<file path="config.mk">
export PLATFORM = sky130hd
export DESIGN_NAME = sdram_ctrl
export DESIGN_NICKNAME = d
export VERILOG_FILES = /design/src/core/sdram_pkg.sv /design/src/core/sdram_ctrl.sv
export SDC_FILE = /design/constraint.sdc
export NUM_CORES = 2
export LEC_CHECK = 0
export BUFFER_PORTS_ARGS = -buffer_cell sky130_fd_sc_hd__buf_2
export CORE_AREA = 8 8 597 599
export DETAILED_ROUTE_END_ITERATION = 6
export DIE_AREA = 0 0 605 607
export SYNTH_ARGS = -nofsm -noshare
export SYNTH_HDL_FRONTEND = slang
export SYNTH_SLANG_ARGS = --single-unit
</file>
<file path="constraint.sdc">
create_clock -name CORE_CLK -period 53.3 [get_ports CORE_CLK]
set_input_delay 2.665 -clock CORE_CLK [delete_from_list [all_inputs] [get_ports CORE_CLK]]
set_output_delay 2.665 -clock CORE_CLK [all_outputs]
set_load 0.02 [all_outputs]
</file>
<file path="src/core/sdram_pkg.sv">
// shared constants, types and register map of the sdram controller
package sdram_pkg;
	localparam int NPORT = 8;
	localparam int NFAB = 6;
	localparam int FAB_BASE = 2;
	localparam int DATA_PORTS = 4;
	// register byte offsets
	localparam logic [7:0] REG_CTRL = 8'h00;
	localparam logic [7:0] REG_TIMING = 8'h04;
	localparam logic [7:0] REG_POWER = 8'h08;
	localparam logic [7:0] REG_PORTEN = 8'h0C;
	localparam logic [7:0] REG_PRIO = 8'h10;
	localparam logic [7:0] REG_WEIGHT = 8'h14;
	localparam logic [7:0] REG_FABCFG = 8'h18;
	localparam logic [7:0] REG_STATUS = 8'h1C;
	// reset values
	localparam logic [31:0] RST_CTRL = 32'h0000_0011;
	localparam logic [31:0] RST_TIMING = 32'h0000_0002;
	localparam logic [31:0] RST_PORTEN = 32'h0000_0003;
	// field positions
	localparam int CTRL_WMODE = 2;
	localparam int CTRL_ECC = 5;
	localparam int POW_MASK = 8;
	localparam int EN_POLICY = 8;
	localparam int FAB_ROLE = 12;
	// host word address layout, 64-bit units; 16 row bits reach 4 Gb parts
	localparam int COL_LSB = 0;
	localparam int BANK_LSB = 10;
	localparam int ROW_LSB = 13;
	localparam int CS_BIT = 29;
	// error response code
	localparam logic [1:0] RESP_DECERR = 2'b11;
	// ecc check masks over the low 32 data bits
	localparam logic [31:0] ECC_MASK [8] = '{32'h56AA_AD5B, 32'h9B33_366D,
		32'hE3C3_C78E, 32'h03FC_07F0, 32'h03FF_F800, 32'hFC00_0000,
		32'hFFFF_0000, 32'h0000_FFFF};
	typedef enum logic [1:0] {MEM_DDR2 = 2'b00, MEM_DDR3 = 2'b01, MEM_LPDDR2 = 2'b10} mem_type_t;
	typedef enum logic [2:0] {W8 = 3'b000, W16 = 3'b001, W16E = 3'b010, W32 = 3'b011,
		W32E = 3'b100} wmode_t;
	typedef enum logic [2:0] {PW_NONE = 3'b000, PW_SREF = 3'b001, PW_PASR = 3'b010,
		PW_PD = 3'b011, PW_DPD = 3'b100} pwr_t;
	typedef enum logic [3:0] {C_NOP = 4'h0, C_ACT = 4'h1, C_RD = 4'h2, C_WR = 4'h3,
		C_PRE = 4'h4, C_PREA = 4'h5, C_SREF = 4'h6, C_PD = 4'h7, C_DPD = 4'h8,
		C_EXIT = 4'h9} cmd_t;
	typedef struct packed {
		logic we;
		logic [31:0] addr;
		logic [63:0] wdata;
	} host_req_t;
	typedef struct packed {
		cmd_t cmd;
		mem_type_t mtype;
		logic [1:0] cs_n;
		logic [2:0] bank;
		logic [15:0] addr;
		logic ap;
		logic [2:0] tag;
	} mem_cmd_t;
endpackage

</file>
<file path="src/core/sdram_ctrl.sv">
// multiport sdram controller core with axi4-lite register port
// Contract
// - commands for ddr2, ddr3, lpddr2
// - row/bank/column cover 4 Gb parts
// - ecc over 24 or 40 bit words
// - memory width 8,16,16e,32,32e
// - look-ahead reorders commands, banks prepared early; the core prepares a bank only for the command it has picked
// - read data returns out of order
// - per-port closed or open page policy
// - absolute priority, then weight among equals
// - self refresh, pasr, power down, dpd
// - group reads and writes together
// - many host ports into one controller
// - processor port 64-bit
// - interconnect port 32-bit
// - register port sets timing, power, status
// - fabric command, read data, write data
// - six fabric command ports
// - fabric port role axi read/write or native
// - fabric widths 32, 64, 128, 256
// - convert host transactions to sdram sequences
// - wide fabric ports use several data ports
// - full command buffer drops ready
// - fabric ports arrive in the core clock, no synchronisation inside the core
`timescale 1ns/1ps
module sdram_ctrl #(
	parameter int NPORT = sdram_pkg::NPORT
) (
	// clock and reset
	input wire logic CORE_CLK,
	input wire logic RST,
	// axi4-lite register port
	input wire logic [7:0] S_AWADDR,
	input wire logic S_AWVALID,
	output logic S_AWREADY,
	input wire logic [31:0] S_WDATA,
	input wire logic [3:0] S_WSTRB,
	input wire logic S_WVALID,
	output logic S_WREADY,
	output logic [1:0] S_BRESP,
	output logic S_BVALID,
	input wire logic S_BREADY,
	input wire logic [7:0] S_ARADDR,
	input wire logic S_ARVALID,
	output logic S_ARREADY,
	output logic [31:0] S_RDATA,
	output logic [1:0] S_RRESP,
	output logic S_RVALID,
	input wire logic S_RREADY,
	// host command ports: 0 processor, 1 interconnect, 2..7 fabric
	input wire logic [NPORT-1:0] HOST_VALID,
	input sdram_pkg::host_req_t [NPORT-1:0] HOST_REQ,
	output logic [NPORT-1:0] HOST_READY,
	output logic [NPORT-1:0] HOST_WACK,
	output logic [NPORT-1:0] HOST_RVALID,
	output logic [NPORT-1:0][63:0] HOST_RDATA,
	// phy side
	output sdram_pkg::mem_cmd_t MEM_CMD,
	output logic [31:0] MEM_WDATA,
	output logic [7:0] MEM_WECC,
	input wire logic MEM_RVALID,
	input wire logic [2:0] MEM_RTAG,
	input wire logic [31:0] MEM_RDATA,
	input wire logic [7:0] MEM_RECC
);
	typedef enum logic [2:0] {ST_IDLE = 3'b000, ST_PRE = 3'b001, ST_ACT = 3'b010,
		ST_RW = 3'b011, ST_PREA = 3'b100, ST_LOWP = 3'b101} st_t;

	////////////////////////////////////////////////////////////////////////////
	// registers
	logic [31:0] r_ctrl, r_timing, r_power, r_porten, r_prio, r_weight, r_fab;
	logic ecc_err; // sticky, write one to clear
	logic aw_have, w_have;
	logic [7:0] aw_addr;
	logic [31:0] w_data;
	st_t st;
	logic cfg_err;
	logic [NPORT-1:0] slot_v, wait_rd;

	sdram_pkg::mem_type_t mtype;
	sdram_pkg::wmode_t wmode;
	sdram_pkg::pwr_t preq;
	assign mtype = sdram_pkg::mem_type_t'(r_ctrl[1:0]);
	assign wmode = sdram_pkg::wmode_t'(r_ctrl[sdram_pkg::CTRL_WMODE +: 3]);
	assign preq = sdram_pkg::pwr_t'(r_power[2:0]);

	// address and data channels taken independently, held until both present
	assign S_AWREADY = !aw_have;
	assign S_WREADY = !w_have;
	always_ff @(posedge CORE_CLK or posedge RST) begin
		if (RST) begin
			aw_have <= 1'b0;
			w_have <= 1'b0;
			aw_addr <= 8'h00;
			w_data <= 32'h0000_0000;
			S_BVALID <= 1'b0;
			S_BRESP <= 2'b00;
		end else begin
			if (S_AWVALID && !aw_have) begin
				aw_have <= 1'b1;
				aw_addr <= S_AWADDR;
			end
			if (S_WVALID && !w_have) begin
				w_have <= 1'b1;
				w_data <= S_WDATA;
			end
			if (aw_have && w_have && !S_BVALID) begin
				aw_have <= 1'b0;
				w_have <= 1'b0;
				S_BVALID <= 1'b1;
				// unmapped word or the status word answers decode error
				S_BRESP <= (aw_addr[7:2] > sdram_pkg::REG_FABCFG[7:2]) ? sdram_pkg::RESP_DECERR : 2'b00;
			end else if (S_BREADY) begin
				S_BVALID <= 1'b0;
			end
		end
	end
	wire reg_wr = aw_have && w_have && !S_BVALID;

	// software configuration: timing, power request, port setup
	always_ff @(posedge CORE_CLK or posedge RST) begin
		if (RST) begin
			r_ctrl <= sdram_pkg::RST_CTRL;
			r_timing <= sdram_pkg::RST_TIMING;
			r_power <= 32'h0000_0000;
			r_porten <= sdram_pkg::RST_PORTEN;
			r_prio <= 32'h0000_0000;
			r_weight <= 32'h0000_0000;
			r_fab <= 32'h0000_0000;
		end else if (reg_wr && S_WSTRB != 4'h0) begin
			case ({aw_addr[7:2], 2'b00})
				sdram_pkg::REG_CTRL: r_ctrl <= w_data;
				sdram_pkg::REG_TIMING: r_timing <= w_data;
				sdram_pkg::REG_POWER: r_power <= w_data;
				sdram_pkg::REG_PORTEN: r_porten <= w_data;
				sdram_pkg::REG_PRIO: r_prio <= w_data;
				sdram_pkg::REG_WEIGHT: r_weight <= w_data;
				sdram_pkg::REG_FABCFG: r_fab <= w_data;
				default: r_ctrl <= r_ctrl;
			endcase
		end
	end

	// read channel answers one cycle after the address is taken
	assign S_ARREADY = !S_RVALID;
	always_ff @(posedge CORE_CLK or posedge RST) begin
		if (RST) begin
			S_RVALID <= 1'b0;
			S_RDATA <= 32'h0000_0000;
			S_RRESP <= 2'b00;
		end else if (S_ARVALID && !S_RVALID) begin
			S_RVALID <= 1'b1;
			S_RRESP <= 2'b00;
			case ({S_ARADDR[7:2], 2'b00})
				sdram_pkg::REG_CTRL: S_RDATA <= r_ctrl;
				sdram_pkg::REG_TIMING: S_RDATA <= r_timing;
				sdram_pkg::REG_POWER: S_RDATA <= r_power;
				sdram_pkg::REG_PORTEN: S_RDATA <= r_porten;
				sdram_pkg::REG_PRIO: S_RDATA <= r_prio;
				sdram_pkg::REG_WEIGHT: S_RDATA <= r_weight;
				sdram_pkg::REG_FABCFG: S_RDATA <= r_fab;
				sdram_pkg::REG_STATUS: S_RDATA <= {11'h000, ecc_err, cfg_err, st,
					wait_rd, slot_v};
				default: begin
					S_RDATA <= 32'h0000_0000;
					S_RRESP <= sdram_pkg::RESP_DECERR;
				end
			endcase
		end else if (S_RREADY) begin
			S_RVALID <= 1'b0;
		end
	end

	////////////////////////////////////////////////////////////////////////////
	// fabric data port budget: each data port is 64 bits wide
	logic [3:0] rd_ports, wr_ports;
	always_comb begin
		logic [2:0] n;
		logic [1:0] role;
		n = 3'd0;
		role = 2'd0;
		rd_ports = 4'd0;
		wr_ports = 4'd0;
		for (int f = 0; f < sdram_pkg::NFAB; f++) begin
			// width code 0..3 means 32, 64, 128, 256 bits
			n = (r_fab[2*f +: 2] == 2'd3) ? 3'd4 : (r_fab[2*f +: 2] == 2'd2) ? 3'd2 : 3'd1;
			// role 0 native both ways, 1 axi read channel, 2 axi write channel
			role = r_fab[sdram_pkg::FAB_ROLE + 2*f +: 2];
			if (r_porten[sdram_pkg::FAB_BASE + f]) begin
				if (role != 2'd2) rd_ports = rd_ports + 4'(n);
				if (role != 2'd1) wr_ports = wr_ports + 4'(n);
			end
		end
		cfg_err = (rd_ports > 4'(sdram_pkg::DATA_PORTS)) || (wr_ports > 4'(sdram_pkg::DATA_PORTS));
	end

	// a port is live when enabled; overbooked fabric set refuses all fabric
	logic [NPORT-1:0] port_ok, dir_ok;
	always_comb begin
		for (int i = 0; i < NPORT; i++) begin
			port_ok[i] = r_porten[i] && (i < sdram_pkg::FAB_BASE || !cfg_err);
			dir_ok[i] = 1'b1;
			// axi channel ports accept only their own direction
			if (i >= sdram_pkg::FAB_BASE) begin
				case (r_fab[sdram_pkg::FAB_ROLE + 2*(i - sdram_pkg::FAB_BASE) +: 2])
					2'd1: dir_ok[i] = !HOST_REQ[i].we;
					2'd2: dir_ok[i] = HOST_REQ[i].we;
					default: dir_ok[i] = 1'b1;
				endcase
			end
		end
	end

	// one command slot per port; full slot drops ready
	assign HOST_READY = port_ok & dir_ok & ~slot_v & ~wait_rd;

	////////////////////////////////////////////////////////////////////////////
	// bank state per rank for look-ahead
	logic [15:0] open_row [2][8];
	logic [1:0][7:0] bank_open;
	sdram_pkg::host_req_t slot_q [NPORT];
	logic [NPORT-1:0] hit;
	always_comb begin
		for (int i = 0; i < NPORT; i++) begin
			hit[i] = bank_open[slot_q[i].addr[sdram_pkg::CS_BIT]][slot_q[i].addr[sdram_pkg::BANK_LSB +: 3]]
				&& open_row[slot_q[i].addr[sdram_pkg::CS_BIT]][slot_q[i].addr[sdram_pkg::BANK_LSB +: 3]]
				== slot_q[i].addr[sdram_pkg::ROW_LSB +: 16];
		end
	end

	// score: priority first, then same direction, then row hit
	logic last_we;
	logic [2:0] rr, sel;
	logic any;
	always_comb begin
		logic [4:0] best, sc;
		logic [2:0] k;
		best = 5'd0;
		sc = 5'd0;
		k = 3'd0;
		sel = 3'd0;
		any = 1'b0;
		for (int j = 0; j < NPORT; j++) begin
			k = rr + 3'(j);
			sc = {r_prio[3*k +: 3], slot_q[k].we == last_we, hit[k]};
			if (slot_v[k] && (!any || sc > best)) begin
				any = 1'b1;
				best = sc;
				sel = k;
			end
		end
	end

	////////////////////////////////////////////////////////////////////////////
	// command sequencer
	logic [2:0] cur;
	logic [3:0] gap, wcnt;
	logic lowp_in; // entry command already sent during this low power stay
	sdram_pkg::mem_cmd_t next_cmd;
	wire cur_cs = slot_q[cur].addr[sdram_pkg::CS_BIT];
	wire [2:0] cur_bank = slot_q[cur].addr[sdram_pkg::BANK_LSB +: 3];
	wire [15:0] cur_row = slot_q[cur].addr[sdram_pkg::ROW_LSB +: 16];
	wire pw_allowed = preq != sdram_pkg::PW_NONE && (preq != sdram_pkg::PW_DPD || mtype == sdram_pkg::MEM_LPDDR2);
	wire go = gap == 4'd0;

	// next command for the phy; each command kind names the memory type
	always_comb begin
		next_cmd = '0;
		next_cmd.mtype = mtype;
		next_cmd.cs_n = 2'b11;
		next_cmd.tag = cur;
		if (go) begin
			case (st)
				ST_PRE: next_cmd.cmd = sdram_pkg::C_PRE;
				ST_ACT: next_cmd.cmd = sdram_pkg::C_ACT;
				ST_RW: next_cmd.cmd = slot_q[cur].we ? sdram_pkg::C_WR : sdram_pkg::C_RD;
				ST_PREA: next_cmd.cmd = sdram_pkg::C_PREA;
				default: next_cmd.cmd = sdram_pkg::C_NOP;
			endcase
			if (st == ST_LOWP && preq == sdram_pkg::PW_NONE) next_cmd.cmd = sdram_pkg::C_EXIT;
			// one rank selected per access, both for rank-wide commands
			if (st == ST_PRE || st == ST_ACT || st == ST_RW) next_cmd.cs_n = cur_cs ? 2'b01 : 2'b10;
			else if (next_cmd.cmd != sdram_pkg::C_NOP) next_cmd.cs_n = 2'b00;
			next_cmd.bank = cur_bank;
			next_cmd.addr = (st == ST_RW) ? {6'h00, slot_q[cur].addr[sdram_pkg::COL_LSB +: 10]} : cur_row;
			// closed page policy closes the row with the access
			next_cmd.ap = st == ST_RW && r_porten[sdram_pkg::EN_POLICY + 32'(cur)];
		end
		if (st == ST_PREA && go) begin
			// partial array mask rides on the address bits
			next_cmd.addr = {8'h00, r_power[sdram_pkg::POW_MASK +: 8]};
		end
	end

	// low power entry command follows the precharge of all banks
	always_ff @(posedge CORE_CLK or posedge RST) begin
		if (RST) begin
			MEM_CMD <= '0;
			MEM_CMD.cs_n <= 2'b11;
		end else if (st == ST_LOWP && go && !lowp_in && preq != sdram_pkg::PW_NONE) begin
			MEM_CMD <= next_cmd;
			MEM_CMD.cmd <= preq == sdram_pkg::PW_DPD ? sdram_pkg::C_DPD :
				preq == sdram_pkg::PW_PD ? sdram_pkg::C_PD : sdram_pkg::C_SREF;
			MEM_CMD.cs_n <= 2'b00;
		end else begin
			MEM_CMD <= next_cmd;
		end
	end

	// entry is issued once per stay; the gap after the precharge must not swallow it
	always_ff @(posedge CORE_CLK or posedge RST) begin
		if (RST) lowp_in <= 1'b0;
		else if (st != ST_LOWP) lowp_in <= 1'b0;
		else if (go && preq != sdram_pkg::PW_NONE) lowp_in <= 1'b1;
	end

	// state walk: pick, precharge on conflict, activate, access
	always_ff @(posedge CORE_CLK or posedge RST) begin
		if (RST) begin
			st <= ST_IDLE;
			cur <= 3'd0;
			gap <= 4'd0;
		end else if (!go) begin
			gap <= gap - 4'd1;
		end else begin
			case (st)
				ST_IDLE: begin
					if (pw_allowed) begin
						st <= ST_PREA;
					end else if (any) begin
						cur <= sel;
						st <= hit[sel] ? ST_RW :
							bank_open[slot_q[sel].addr[sdram_pkg::CS_BIT]][slot_q[sel].addr[sdram_pkg::BANK_LSB +: 3]]
							? ST_PRE : ST_ACT;
					end
				end
				ST_PRE: begin
					st <= ST_ACT;
					gap <= r_timing[3:0];
				end
				ST_ACT: begin
					st <= ST_RW;
					gap <= r_timing[3:0];
				end
				ST_RW: begin
					st <= ST_IDLE;
					gap <= r_timing[3:0];
				end
				ST_PREA: begin
					st <= ST_LOWP;
					gap <= r_timing[3:0];
				end
				ST_LOWP: begin
					if (preq == sdram_pkg::PW_NONE) begin
						st <= ST_IDLE;
						gap <= r_timing[3:0];
					end
				end
				default: st <= ST_IDLE;
			endcase
		end
	end

	// open row table follows the issued commands
	always_ff @(posedge CORE_CLK or posedge RST) begin
		if (RST) begin
			bank_open <= '0;
			for (int r = 0; r < 2; r++) for (int b = 0; b < 8; b++) open_row[r][b] <= 16'h0000;
		end else if (go) begin
			if (st == ST_ACT) begin
				bank_open[cur_cs][cur_bank] <= 1'b1;
				open_row[cur_cs][cur_bank] <= cur_row;
			end
			if (st == ST_PRE || (st == ST_RW && next_cmd.ap)) bank_open[cur_cs][cur_bank] <= 1'b0;
			if (st == ST_PREA) bank_open <= '0;
		end
	end

	// weighted turns: a port keeps its turn for weight+1 grants
	always_ff @(posedge CORE_CLK or posedge RST) begin
		if (RST) begin
			rr <= 3'd0;
			wcnt <= 4'd0;
			last_we <= 1'b0;
		end else if (st == ST_RW && go) begin
			last_we <= slot_q[cur].we;
			if (wcnt >= r_weight[4*cur +: 4]) begin
				wcnt <= 4'd0;
				rr <= cur + 3'd1;
			end else begin
				wcnt <= wcnt + 4'd1;
				rr <= cur;
			end
		end
	end

	// slots, write acks at issue, reads wait for tagged return
	wire issue = st == ST_RW && go;
	always_ff @(posedge CORE_CLK or posedge RST) begin
		if (RST) begin
			slot_v <= '0;
			wait_rd <= '0;
			HOST_WACK <= '0;
			HOST_RVALID <= '0;
			HOST_RDATA <= '0;
			for (int i = 0; i < NPORT; i++) slot_q[i] <= '0;
		end else begin
			HOST_WACK <= '0;
			HOST_RVALID <= '0;
			for (int i = 0; i < NPORT; i++) begin
				if (issue && cur == 3'(i)) begin
					slot_v[i] <= 1'b0;
					HOST_WACK[i] <= slot_q[i].we;
					wait_rd[i] <= !slot_q[i].we;
				end
				// fabric requests arrive already in the core clock; crossing sits in front
				if (HOST_VALID[i] && HOST_READY[i]) begin
					slot_v[i] <= 1'b1;
					slot_q[i] <= HOST_REQ[i];
				end
				if (MEM_RVALID && MEM_RTAG == 3'(i) && wait_rd[i]) begin
					wait_rd[i] <= 1'b0;
					HOST_RVALID[i] <= 1'b1;
					HOST_RDATA[i] <= {32'h0000_0000, MEM_RDATA};
				end
			end
		end
	end

	////////////////////////////////////////////////////////////////////////////
	// width masking and ecc check bits
	function automatic logic [7:0] ecc_of(input logic [31:0] d, input logic wide);
		logic [7:0] e;
		e = 8'h00;
		for (int b = 0; b < 8; b++) e[b] = ^(d & sdram_pkg::ECC_MASK[b]);
		// 16 data bits take 8 check bits for a 24 bit word
		return wide ? e : {e[7:6], e[5:0] ^ {6{^d[15:0]}}};
	endfunction
	logic [31:0] wmask;
	wire ecc_on = r_ctrl[sdram_pkg::CTRL_ECC] && (wmode == sdram_pkg::W16E || wmode == sdram_pkg::W32E);
	always_comb begin
		case (wmode)
			sdram_pkg::W8: wmask = 32'h0000_00FF;
			sdram_pkg::W16, sdram_pkg::W16E: wmask = 32'h0000_FFFF;
			default: wmask = 32'hFFFF_FFFF;
		endcase
	end
	always_ff @(posedge CORE_CLK or posedge RST) begin
		if (RST) begin
			MEM_WDATA <= 32'h0000_0000;
			MEM_WECC <= 8'h00;
		end else if (issue && slot_q[cur].we) begin
			MEM_WDATA <= slot_q[cur].wdata[31:0] & wmask;
			MEM_WECC <= ecc_on ? ecc_of(slot_q[cur].wdata[31:0] & wmask, wmode == sdram_pkg::W32E) : 8'h00;
		end
	end
	// sticky ecc mismatch; a new error wins over a clear in the same cycle
	always_ff @(posedge CORE_CLK or posedge RST) begin
		if (RST) ecc_err <= 1'b0;
		else if (ecc_on && MEM_RVALID && MEM_RECC != ecc_of(MEM_RDATA & wmask, wmode == sdram_pkg::W32E))
			ecc_err <= 1'b1;
		else if (reg_wr && {aw_addr[7:2], 2'b00} == sdram_pkg::REG_STATUS && w_data[20]) ecc_err <= 1'b0;
	end

	////////////////////////////////////////////////////////////////////////////
	// checks
	chk_full_ready: assert property (@(posedge CORE_CLK) disable iff (RST)
		(slot_v | wait_rd) != '0 |-> (HOST_READY & (slot_v | wait_rd)) == '0)
		else $error("ready while slot busy");
	chk_unassigned_cmd: assert property (@(posedge CORE_CLK) disable iff (RST)
		(HOST_READY & ~r_porten[NPORT-1:0]) == '0) else $error("disabled port ready");
	chk_unassigned_data: assert property (@(posedge CORE_CLK) disable iff (RST)
		(HOST_RVALID & ~$past(wait_rd)) == '0) else $error("read data without request");
	chk_closed_policy: assert property (@(posedge CORE_CLK) disable iff (RST)
		(MEM_CMD.cmd == sdram_pkg::C_RD || MEM_CMD.cmd == sdram_pkg::C_WR) |->
		MEM_CMD.ap == $past(r_porten[sdram_pkg::EN_POLICY + 32'(cur)])) else $error("page policy");
	chk_dpd_type: assert property (@(posedge CORE_CLK) disable iff (RST)
		MEM_CMD.cmd == sdram_pkg::C_DPD |-> MEM_CMD.mtype == sdram_pkg::MEM_LPDDR2)
		else $error("deep power down on wrong type");
	chk_one_rank: assert property (@(posedge CORE_CLK) disable iff (RST)
		(MEM_CMD.cmd == sdram_pkg::C_ACT || MEM_CMD.cmd == sdram_pkg::C_RD) |->
		(MEM_CMD.cs_n == 2'b01 || MEM_CMD.cs_n == 2'b10)) else $error("rank select");
	chk_act_first: assert property (@(posedge CORE_CLK) disable iff (RST)
		MEM_CMD.cmd == sdram_pkg::C_ACT |-> ##[1:16] (MEM_CMD.cmd == sdram_pkg::C_RD ||
		MEM_CMD.cmd == sdram_pkg::C_WR)) else $error("activate not followed by access");
	chk_wack_issue: assert property (@(posedge CORE_CLK) disable iff (RST)
		(issue && slot_q[cur].we) |=> HOST_WACK[$past(cur)]) else $error("write ack missing");
	chk_prio_pick: assert property (@(posedge CORE_CLK) disable iff (RST)
		(st == ST_IDLE && go && any && !pw_allowed) |->
		r_prio[3*sel +: 3] >= r_prio[3*rr +: 3] || !slot_v[rr]) else $error("priority order");
endmodule

</file>
# [Yosys cells after proc, flatten, opt, wreduce, memory -nomap -nowiden]
# Cells that the tools add are included.
[classes] n_div=0 n_shift=9 n_bitwise=41 n_mul=8 eq_ne=98 n_reduce_logical=184 add_sub_neg=21 n_mux=320 n_lt_le_gt_ge=73
[ops] operator="2-to-1 mux 128 bit" n=25
[ops] operator="binary-select mux 97 bit (select 3 bit)" n=10
[ops] operator="2-to-1 mux 97 bit" n=18
[ops] operator="XOR reduction 32 bit" n=16
[ops] operator="binary-select mux 16 bit (select 3 bit)" n=8
[ops] operator="2-to-1 mux 16 bit" n=23
[ops] operator="bitwise mux 256 bit" n=1
[ops] operator="case mux 32 bit (8 select lines)" n=1
[ops] operator="indexed part select 32 x 6 -> 3 bit" n=8
[ops] operator="2-to-1 mux 94 bit" n=2
[ops] operator="2-to-1 mux 8 bit" n=20
[ops] operator="demux 128 bit (select 1 bit)" n=1
[ops] operator="equality test 16 bit" n=8
[ops] operator="2-to-1 mux 4 bit" n=27
[ops] operator="2-to-1 mux 1 bit" n=98
[ops] operator="logical AND 1 bit" n=79
[ops] operator="binary-select mux 1 bit (select 3 bit)" n=26
[ops] operator="greater-or-equal comparator 4 bit (second input constant)" n=19
[ops] operator="less-than comparator 3 x 4 -> 1 bit (second input constant)" n=19
[ops] operator="inverter 3 -> 4 bit" n=19
[ops] operator="2-to-1 mux 3 bit" n=22
[ops] operator="bitwise AND 32 bit" n=2
[ops] operator="case mux 32 bit (2 select lines)" n=1
[ops] operator="demux 16 bit (select 3 bit)" n=1
[ops] operator="other kinds (69)" n=300
[totals] romBits=0 input_bits=887 latchBits=0 wordCells=855 memories=0 register_bits=1731 ramBits=0 out_inout_bits=648

# [Logic depth before layout (Yosys ltp)]
[depth] word_depth=53 ltp_mapped=81 mapped_depth_nobuf=71

# [Worst setup path before layout]
# Ideal clock, no wire load.
[synth_path] path_kind="register -> register" startpoint="register slot_q[772] in the netlist's numbering" endpoint="register st[0]" path_slack_ps=38094 stages_incl_launch_ff=73 t_arrival_ps=15138 cell_sequence="dfrtp_1 clkbuf_1 buf_1 clkbuf_1 mux4_2 mux4_2 xnor2_1 nand4_1 nor3_1 nand3_1 o21ai_0 mux4_2 inv_1 ha_1 inv_1 o32a_1 o21a_1 clkbuf_1 (+37 left out) a31oi_1 buf_2 o21ai_0 ha_1 nor2b_1 o21a_1 o21ai_0 a21oi_1 a31oi_1 nor2_1 a211o_1 nand2_2 mux2_1 o211ai_1 a21oi_1 a22o_1 or3b_1 nand3_1"
[synth_via] elab_chain_cells=53
[synth_rtl] item="start: declaration" line="sdram_ctrl.sv:221" source="sdram_pkg::host_req_t slot_q [NPORT];"
[synth_rtl] item="start signal: indexed assignment" line="sdram_ctrl.sv:419" source="slot_q[i] <= HOST_REQ[i];"
[synth_rtl] item="inverter 1 -> 2 bit (not written as such)" line="sdram_ctrl.sv:226" source="&& open_row[slot_q[i].addr[sdram_pkg::CS_BIT]][slot_q[i].addr[sdram_pkg::BANK_LSB +: 3]]"
[synth_rtl] item="2-to-1 mux 128 bit (not written as such) (3 in series)" line="sdram_ctrl.sv:226"
[synth_rtl] item="binary-select mux 16 bit (select 3 bit)" line="sdram_ctrl.sv:226"
[synth_rtl] item="2-to-1 mux 16 bit (not written as such) (2 in series)" line="sdram_ctrl.sv:226"
[synth_rtl] item="equality test 16 bit" line="sdram_ctrl.sv:227" source="== slot_q[i].addr[sdram_pkg::ROW_LSB +: 16];"
[synth_rtl] item="logical AND 1 bit" line="sdram_ctrl.sv:226"
[synth_rtl] item="binary-select mux 1 bit (select 3 bit)" line="sdram_ctrl.sv:245" source="sc = {r_prio[3*k +: 3], slot_q[k].we == last_we, hit[k]};"
[synth_rtl] item="2-to-1 mux 1 bit (not written as such)" line="sdram_ctrl.sv:245"
[synth_rtl] item="(+33 left out)"
[synth_rtl] item="2-to-1 mux 8 bit (not written as such) (2 in series)" line="sdram_ctrl.sv:333" source="bank_open[slot_q[sel].addr[sdram_pkg::CS_BIT]][slot_q[sel].addr[sdram_pkg::BANK_LSB +: 3]]"
[synth_rtl] item="binary-select mux 1 bit (select 3 bit)" line="sdram_ctrl.sv:333"
[synth_rtl] item="2-to-1 mux 1 bit (not written as such)" line="sdram_ctrl.sv:333"
[synth_rtl] item="2-to-1 mux 2 bit" line="sdram_ctrl.sv:334" source="? ST_PRE : ST_ACT;"
[synth_rtl] item="2-to-1 mux 2 bit" line="sdram_ctrl.sv:332" source="st <= hit[sel] ? ST_RW :"
[synth_rtl] item="2-to-1 mux 3 bit" line="sdram_ctrl.sv:330" source="end else if (any) begin"
[synth_rtl] item="2-to-1 mux 3 bit" line="sdram_ctrl.sv:328" source="if (pw_allowed) begin"
[synth_rtl] item="case mux 3 bit (5 select lines)" line="sdram_ctrl.sv:326" source="case (st)"
[synth_rtl] item="end signal: assignment" line="sdram_ctrl.sv:332"
[synth_rtl] item="end: declaration" line="sdram_ctrl.sv:76" source="st_t st;"
# Several ways; a longest one is shown, not always the timed one. The select of a mux whose other input is x is not followed.
# A chain may end at the register's enable or synchronous reset.

# [Worst setup path in the final report]
[layout_path] startpoint="register slot_q[268] in the netlist's numbering" endpoint="register st[0]"
[layout_via] elab_chain_cells=50
[layout_rtl] item="inverter 3 -> 4 bit (not written as such)" line="sdram_ctrl.sv:226"
[layout_rtl] item="binary-select mux 16 bit (select 3 bit)" line="sdram_ctrl.sv:226"
[layout_rtl] item="2-to-1 mux 16 bit (not written as such) (2 in series)" line="sdram_ctrl.sv:226"
[layout_rtl] item="equality test 16 bit" line="sdram_ctrl.sv:227"
[layout_rtl] item="logical AND 1 bit" line="sdram_ctrl.sv:226"
[layout_rtl] item="binary-select mux 1 bit (select 3 bit)" line="sdram_ctrl.sv:245"
[layout_rtl] item="2-to-1 mux 1 bit (not written as such)" line="sdram_ctrl.sv:245"
[layout_rtl] item="2-to-1 mux 5 bit" line="sdram_ctrl.sv:246" source="if (slot_v[k] && (!any || sc > best)) begin"
[layout_rtl] item="(+32 left out)"
[layout_rtl] item="2-to-1 mux 8 bit (not written as such) (2 in series)" line="sdram_ctrl.sv:333"
[layout_rtl] item="binary-select mux 1 bit (select 3 bit)" line="sdram_ctrl.sv:333"
[layout_rtl] item="2-to-1 mux 1 bit (not written as such)" line="sdram_ctrl.sv:333"
[layout_rtl] item="2-to-1 mux 2 bit" line="sdram_ctrl.sv:334"
[layout_rtl] item="2-to-1 mux 2 bit" line="sdram_ctrl.sv:332"
[layout_rtl] item="2-to-1 mux 3 bit" line="sdram_ctrl.sv:330"
[layout_rtl] item="2-to-1 mux 3 bit" line="sdram_ctrl.sv:328"
[layout_rtl] item="case mux 3 bit (5 select lines)" line="sdram_ctrl.sv:326"
# Several ways; a longest one is shown, not always the timed one. The select of a mux whose other input is x is not followed.

==> impl_metrics.tcl <==
set metrics [dict create \
    r2r-end "st[0]" \
    max_freq_ghz 0.0520 \
    portBuffers 1002 \
    dr_wl_met2_um 169000 \
    cpPeakStageDelay_ps 980 \
    setup_slack_ps 34060 \
    pwr-share-seq 0.292 \
    crit_start "slot_q[268]" \
    stdcell_count 12593 \
    ys.warnings.count 0 \
    clkPwrFrac 0.194 \
    crit_top_cell "ha_1" \
    run_status "complete, but fails checks" \
    clkTransAtPathRegs_ps 60 \
    grt_pass1_wl_um 520000 \
    critical_path_arrival_ps 20030 \
    routed_wl_um 382000 \
    async_flop_share 1.00 \
    critPathCapture "st[0]" \
    placement_rows 217 \
    cp_num_buf_inv 2 \
    clock-skew-final_ps 148 \
    num-fill-cells 35538 \
    track_usage 0.198 \
    syn-cell-area_um2 86400 \
    cp.required_ps 54090 \
    leakage_nw 44.5 \
    area_delta_synth_final_pct 17.7 \
    power_w 0.00667 \
    top_layer_used "met5" \
    initialDrtViolationCount 8211 \
    place_inst 12231 \
    fin_crit_sh 0.361 \
    ir_worst_vdd_v 0.000112 \
    wl_per_cell_um 30.3 \
    maxSlewViolCount 0 \
    slowest_stage "dfrtp_4" \
    firstDrtPassIters 7 \
    final_common_cell "dfrtp_1" \
    worstMarginPinSlew_ps 1220 \
    clock_latency_ps 910 \
    ioPinCount 1535 \
    synthFlopType "dfrtp_1" \
    pre_cts_slack_ps 34330 \
    startpoint_type "flop" \
    grt_pass1_vias 64319 \
    cts_setup_buffers 0 \
    rr_worst_depth 63 \
    grt_antenna_before_repair 124 \
    clock_path_buffers 4 \
    hpwlAfterDp_um 278000 \
    crit-reg2reg-launch "slot_q[268]" \
    start_util 0.249 \
    dieWidth_um 605 \
    syn_area_per_cell_um2 12.3 \
    setup_viol 0 \
    numCtsBuffers 177 \
    fin_crit_ps 19240 \
    hold_buffers 0 \
    gr-total-overflow 0 \
    wl_met1_um 145000 \
    ant_nets 0 \
    critPathMaxFanout 34 \
    synth_cell_types 91 \
    root_buffer "clkbuf_16" \
    coreArea_um2 347000 \
    largest_reg_flops 504 \
    reg.largest.list "slot_q x504, HOST_RDATA x256, open_row x256" \
    cts_tree "built" \
    cp.depth 63 \
    worstSetupEndpointType "flop" \
    powerDensity_nw_per_um2 65.6 \
    regToRegSetupSlack_ps 34060 \
    mostFrequentLayoutCells "dfrtp_1 (1,420), nand2_1 (1,178), buf_2 (1,002), mux2_2 (835), mux4_2 (821)" \
    ys_ff_latch 1455 \
    routed_via_density 5.23 \
    setup_tns_ps 0 \
    combPwrFrac 0.514 \
    synth-edff-count 0 \
    synthCells 7014 \
    criticalPathCategory "reg -> reg" \
    regMostFlops "slot_q" \
    chipHeight_um 607 \
    slew_headroom 0.184 \
    nets 8799 \
    drc 1 \
    die_area_um2 367000 \
    hold_viol_final 0 \
    vias 65912 \
    min-delay-path-class "reg -> reg" \
    intPower_w 0.00370 \
    route.met3.wl_um 43900 \
    crit_family "compound AO/OA/AOI/OAI gates" \
    violations "design-rule violations" \
    cts_resized 0 \
    p_sw_frac 0.446 \
    htreeDepth 4 \
    place.gp.congestion 0.985 \
    max-cap-violations 0 \
    rsz0062_at_grt "false" \
    layout-drive-gt1-share 0.404 \
    p_sw_w 0.00298 \
    ys_seq_area_frac 0.421 \
    cts.sinks 1455 \
    grt_max_degree 83 \
]
synthesized netlist by cell type, types with 12 or more instances:
library cell | count | area, um2
a21oi_1 | 128 | 641
a31oi_1 | 29 | 181
nand4_1 | 47 | 294
mux2i_1 | 183 | 1830
nand3_1 | 56 | 280
and2_1 | 21 | 131
nor4_1 | 14 | 87.6
a22oi_1 | 100 | 751
buf_4 | 261 | 1960
a22o_1 | 28 | 245
and3_1 | 14 | 87.6
clkbuf_1 | 387 | 1450
xnor2_1 | 230 | 2010
inv_1 | 77 | 289
xor2_1 | 73 | 639
a211oi_1 | 26 | 195
dfrtp_1 | 1448 | 36200
nor2b_1 | 32 | 200
o211ai_1 | 12 | 90.1
buf_2 | 60 | 300
o21ai_0 | 342 | 1710
nor2_1 | 176 | 661
nand2b_1 | 30 | 188
ha_1 | 91 | 1140
o22ai_1 | 13 | 81.3
mux2_2 | 835 | 9400
a21o_1 | 33 | 248
buf_1 | 65 | 244
o21a_1 | 13 | 97.6
nor3_1 | 26 | 130
nand2_1 | 1193 | 4480
mux4_2 | 821 | 18500
worst reg2reg max path: cells and delay by family, from the launching register on:
family | cells | cell delay, ps
flops | 1 | 980
simple gates | 15 | 3340
compound gates | 33 | 9190
mux | 5 | 2360
buf+inv | 2 | 850
fa+ha+maj | 7 | 2240
xor+xnor | 1 | 190
layout make-up:
class,count,area (um2),area share
multi-input combinational,4945,46800,0.460
sequential,1455,36500,0.359
timing repair buffer,1145,6100,0.0600
tap,4599,5750,0.0566
clock buffer,244,5070,0.0499
clock inverter,76,1070,0.0105
inverter,87,339,0.00333
antenna,42,105,0.00103
cell families after synthesis:
group,count (synthesis),synth area share
AOI/OAI and AO/OA,792,0.0569
xor gates and xnor gates,303,0.0307
adders and majority gates,101,0.0155
buffers and inverters,869,0.0507
DFF,1455,0.421
muxes,1849,0.346
other,1,0.0000434
and+or+nand+nor,1644,0.0788
worst min path at each step:
| stage | from | end | slack [ps] | cells past startpoint |
|---|---|---|---|---|
| 5_1_grt | HOST_RDATA[221] | HOST_RDATA[221] | 470 | 2 |
| 6_report | HOST_RDATA[331] | HOST_RDATA[331] | 470 | 2 |
| 3_5_place_dp | HOST_RDATA[402] | HOST_RDATA[402] | 460 | 2 |
| 4_1_cts | HOST_RDATA[331] | HOST_RDATA[331] | 470 | 2 |
| 2_1_floorplan | cur[2] | MEM_CMD[2] | 380 | 0 |
| 3_3_place_gp | HOST_RDATA[89] | HOST_RDATA[89] | 460 | 2 |
per-stage QoR:
step,utilization,cell area (um2),hold slack [ps]
final,0.293,102000,470
after global placement,0.275,95500,457
after detailed placement,0.275,95500,458
after global routing,0.293,102000,475
after CTS,0.293,102000,472
after floorplan,-,87400,378
power by group through the flow:
stage,logic [W],registers (W),clock network [W]
2_1_floorplan,0.00245,0.00175,0
3_3_place_gp,0.00336,0.00194,0
3_5_place_dp,0.00339,0.00195,0
4_1_cts,0.00341,0.00193,0.00132
5_1_grt,0.00365,0.00198,0.00136
6_report,0.00343,0.00195,0.00129
layer usage:
metal  GRT usage  vias to the layer above
met3      0.0686                     1030
met2       0.299                     4256
met4       0.104                       66
met1       0.249                    33667
met5           0                        -
li1            -                    26893
Power figures use the tool's default switching activity.
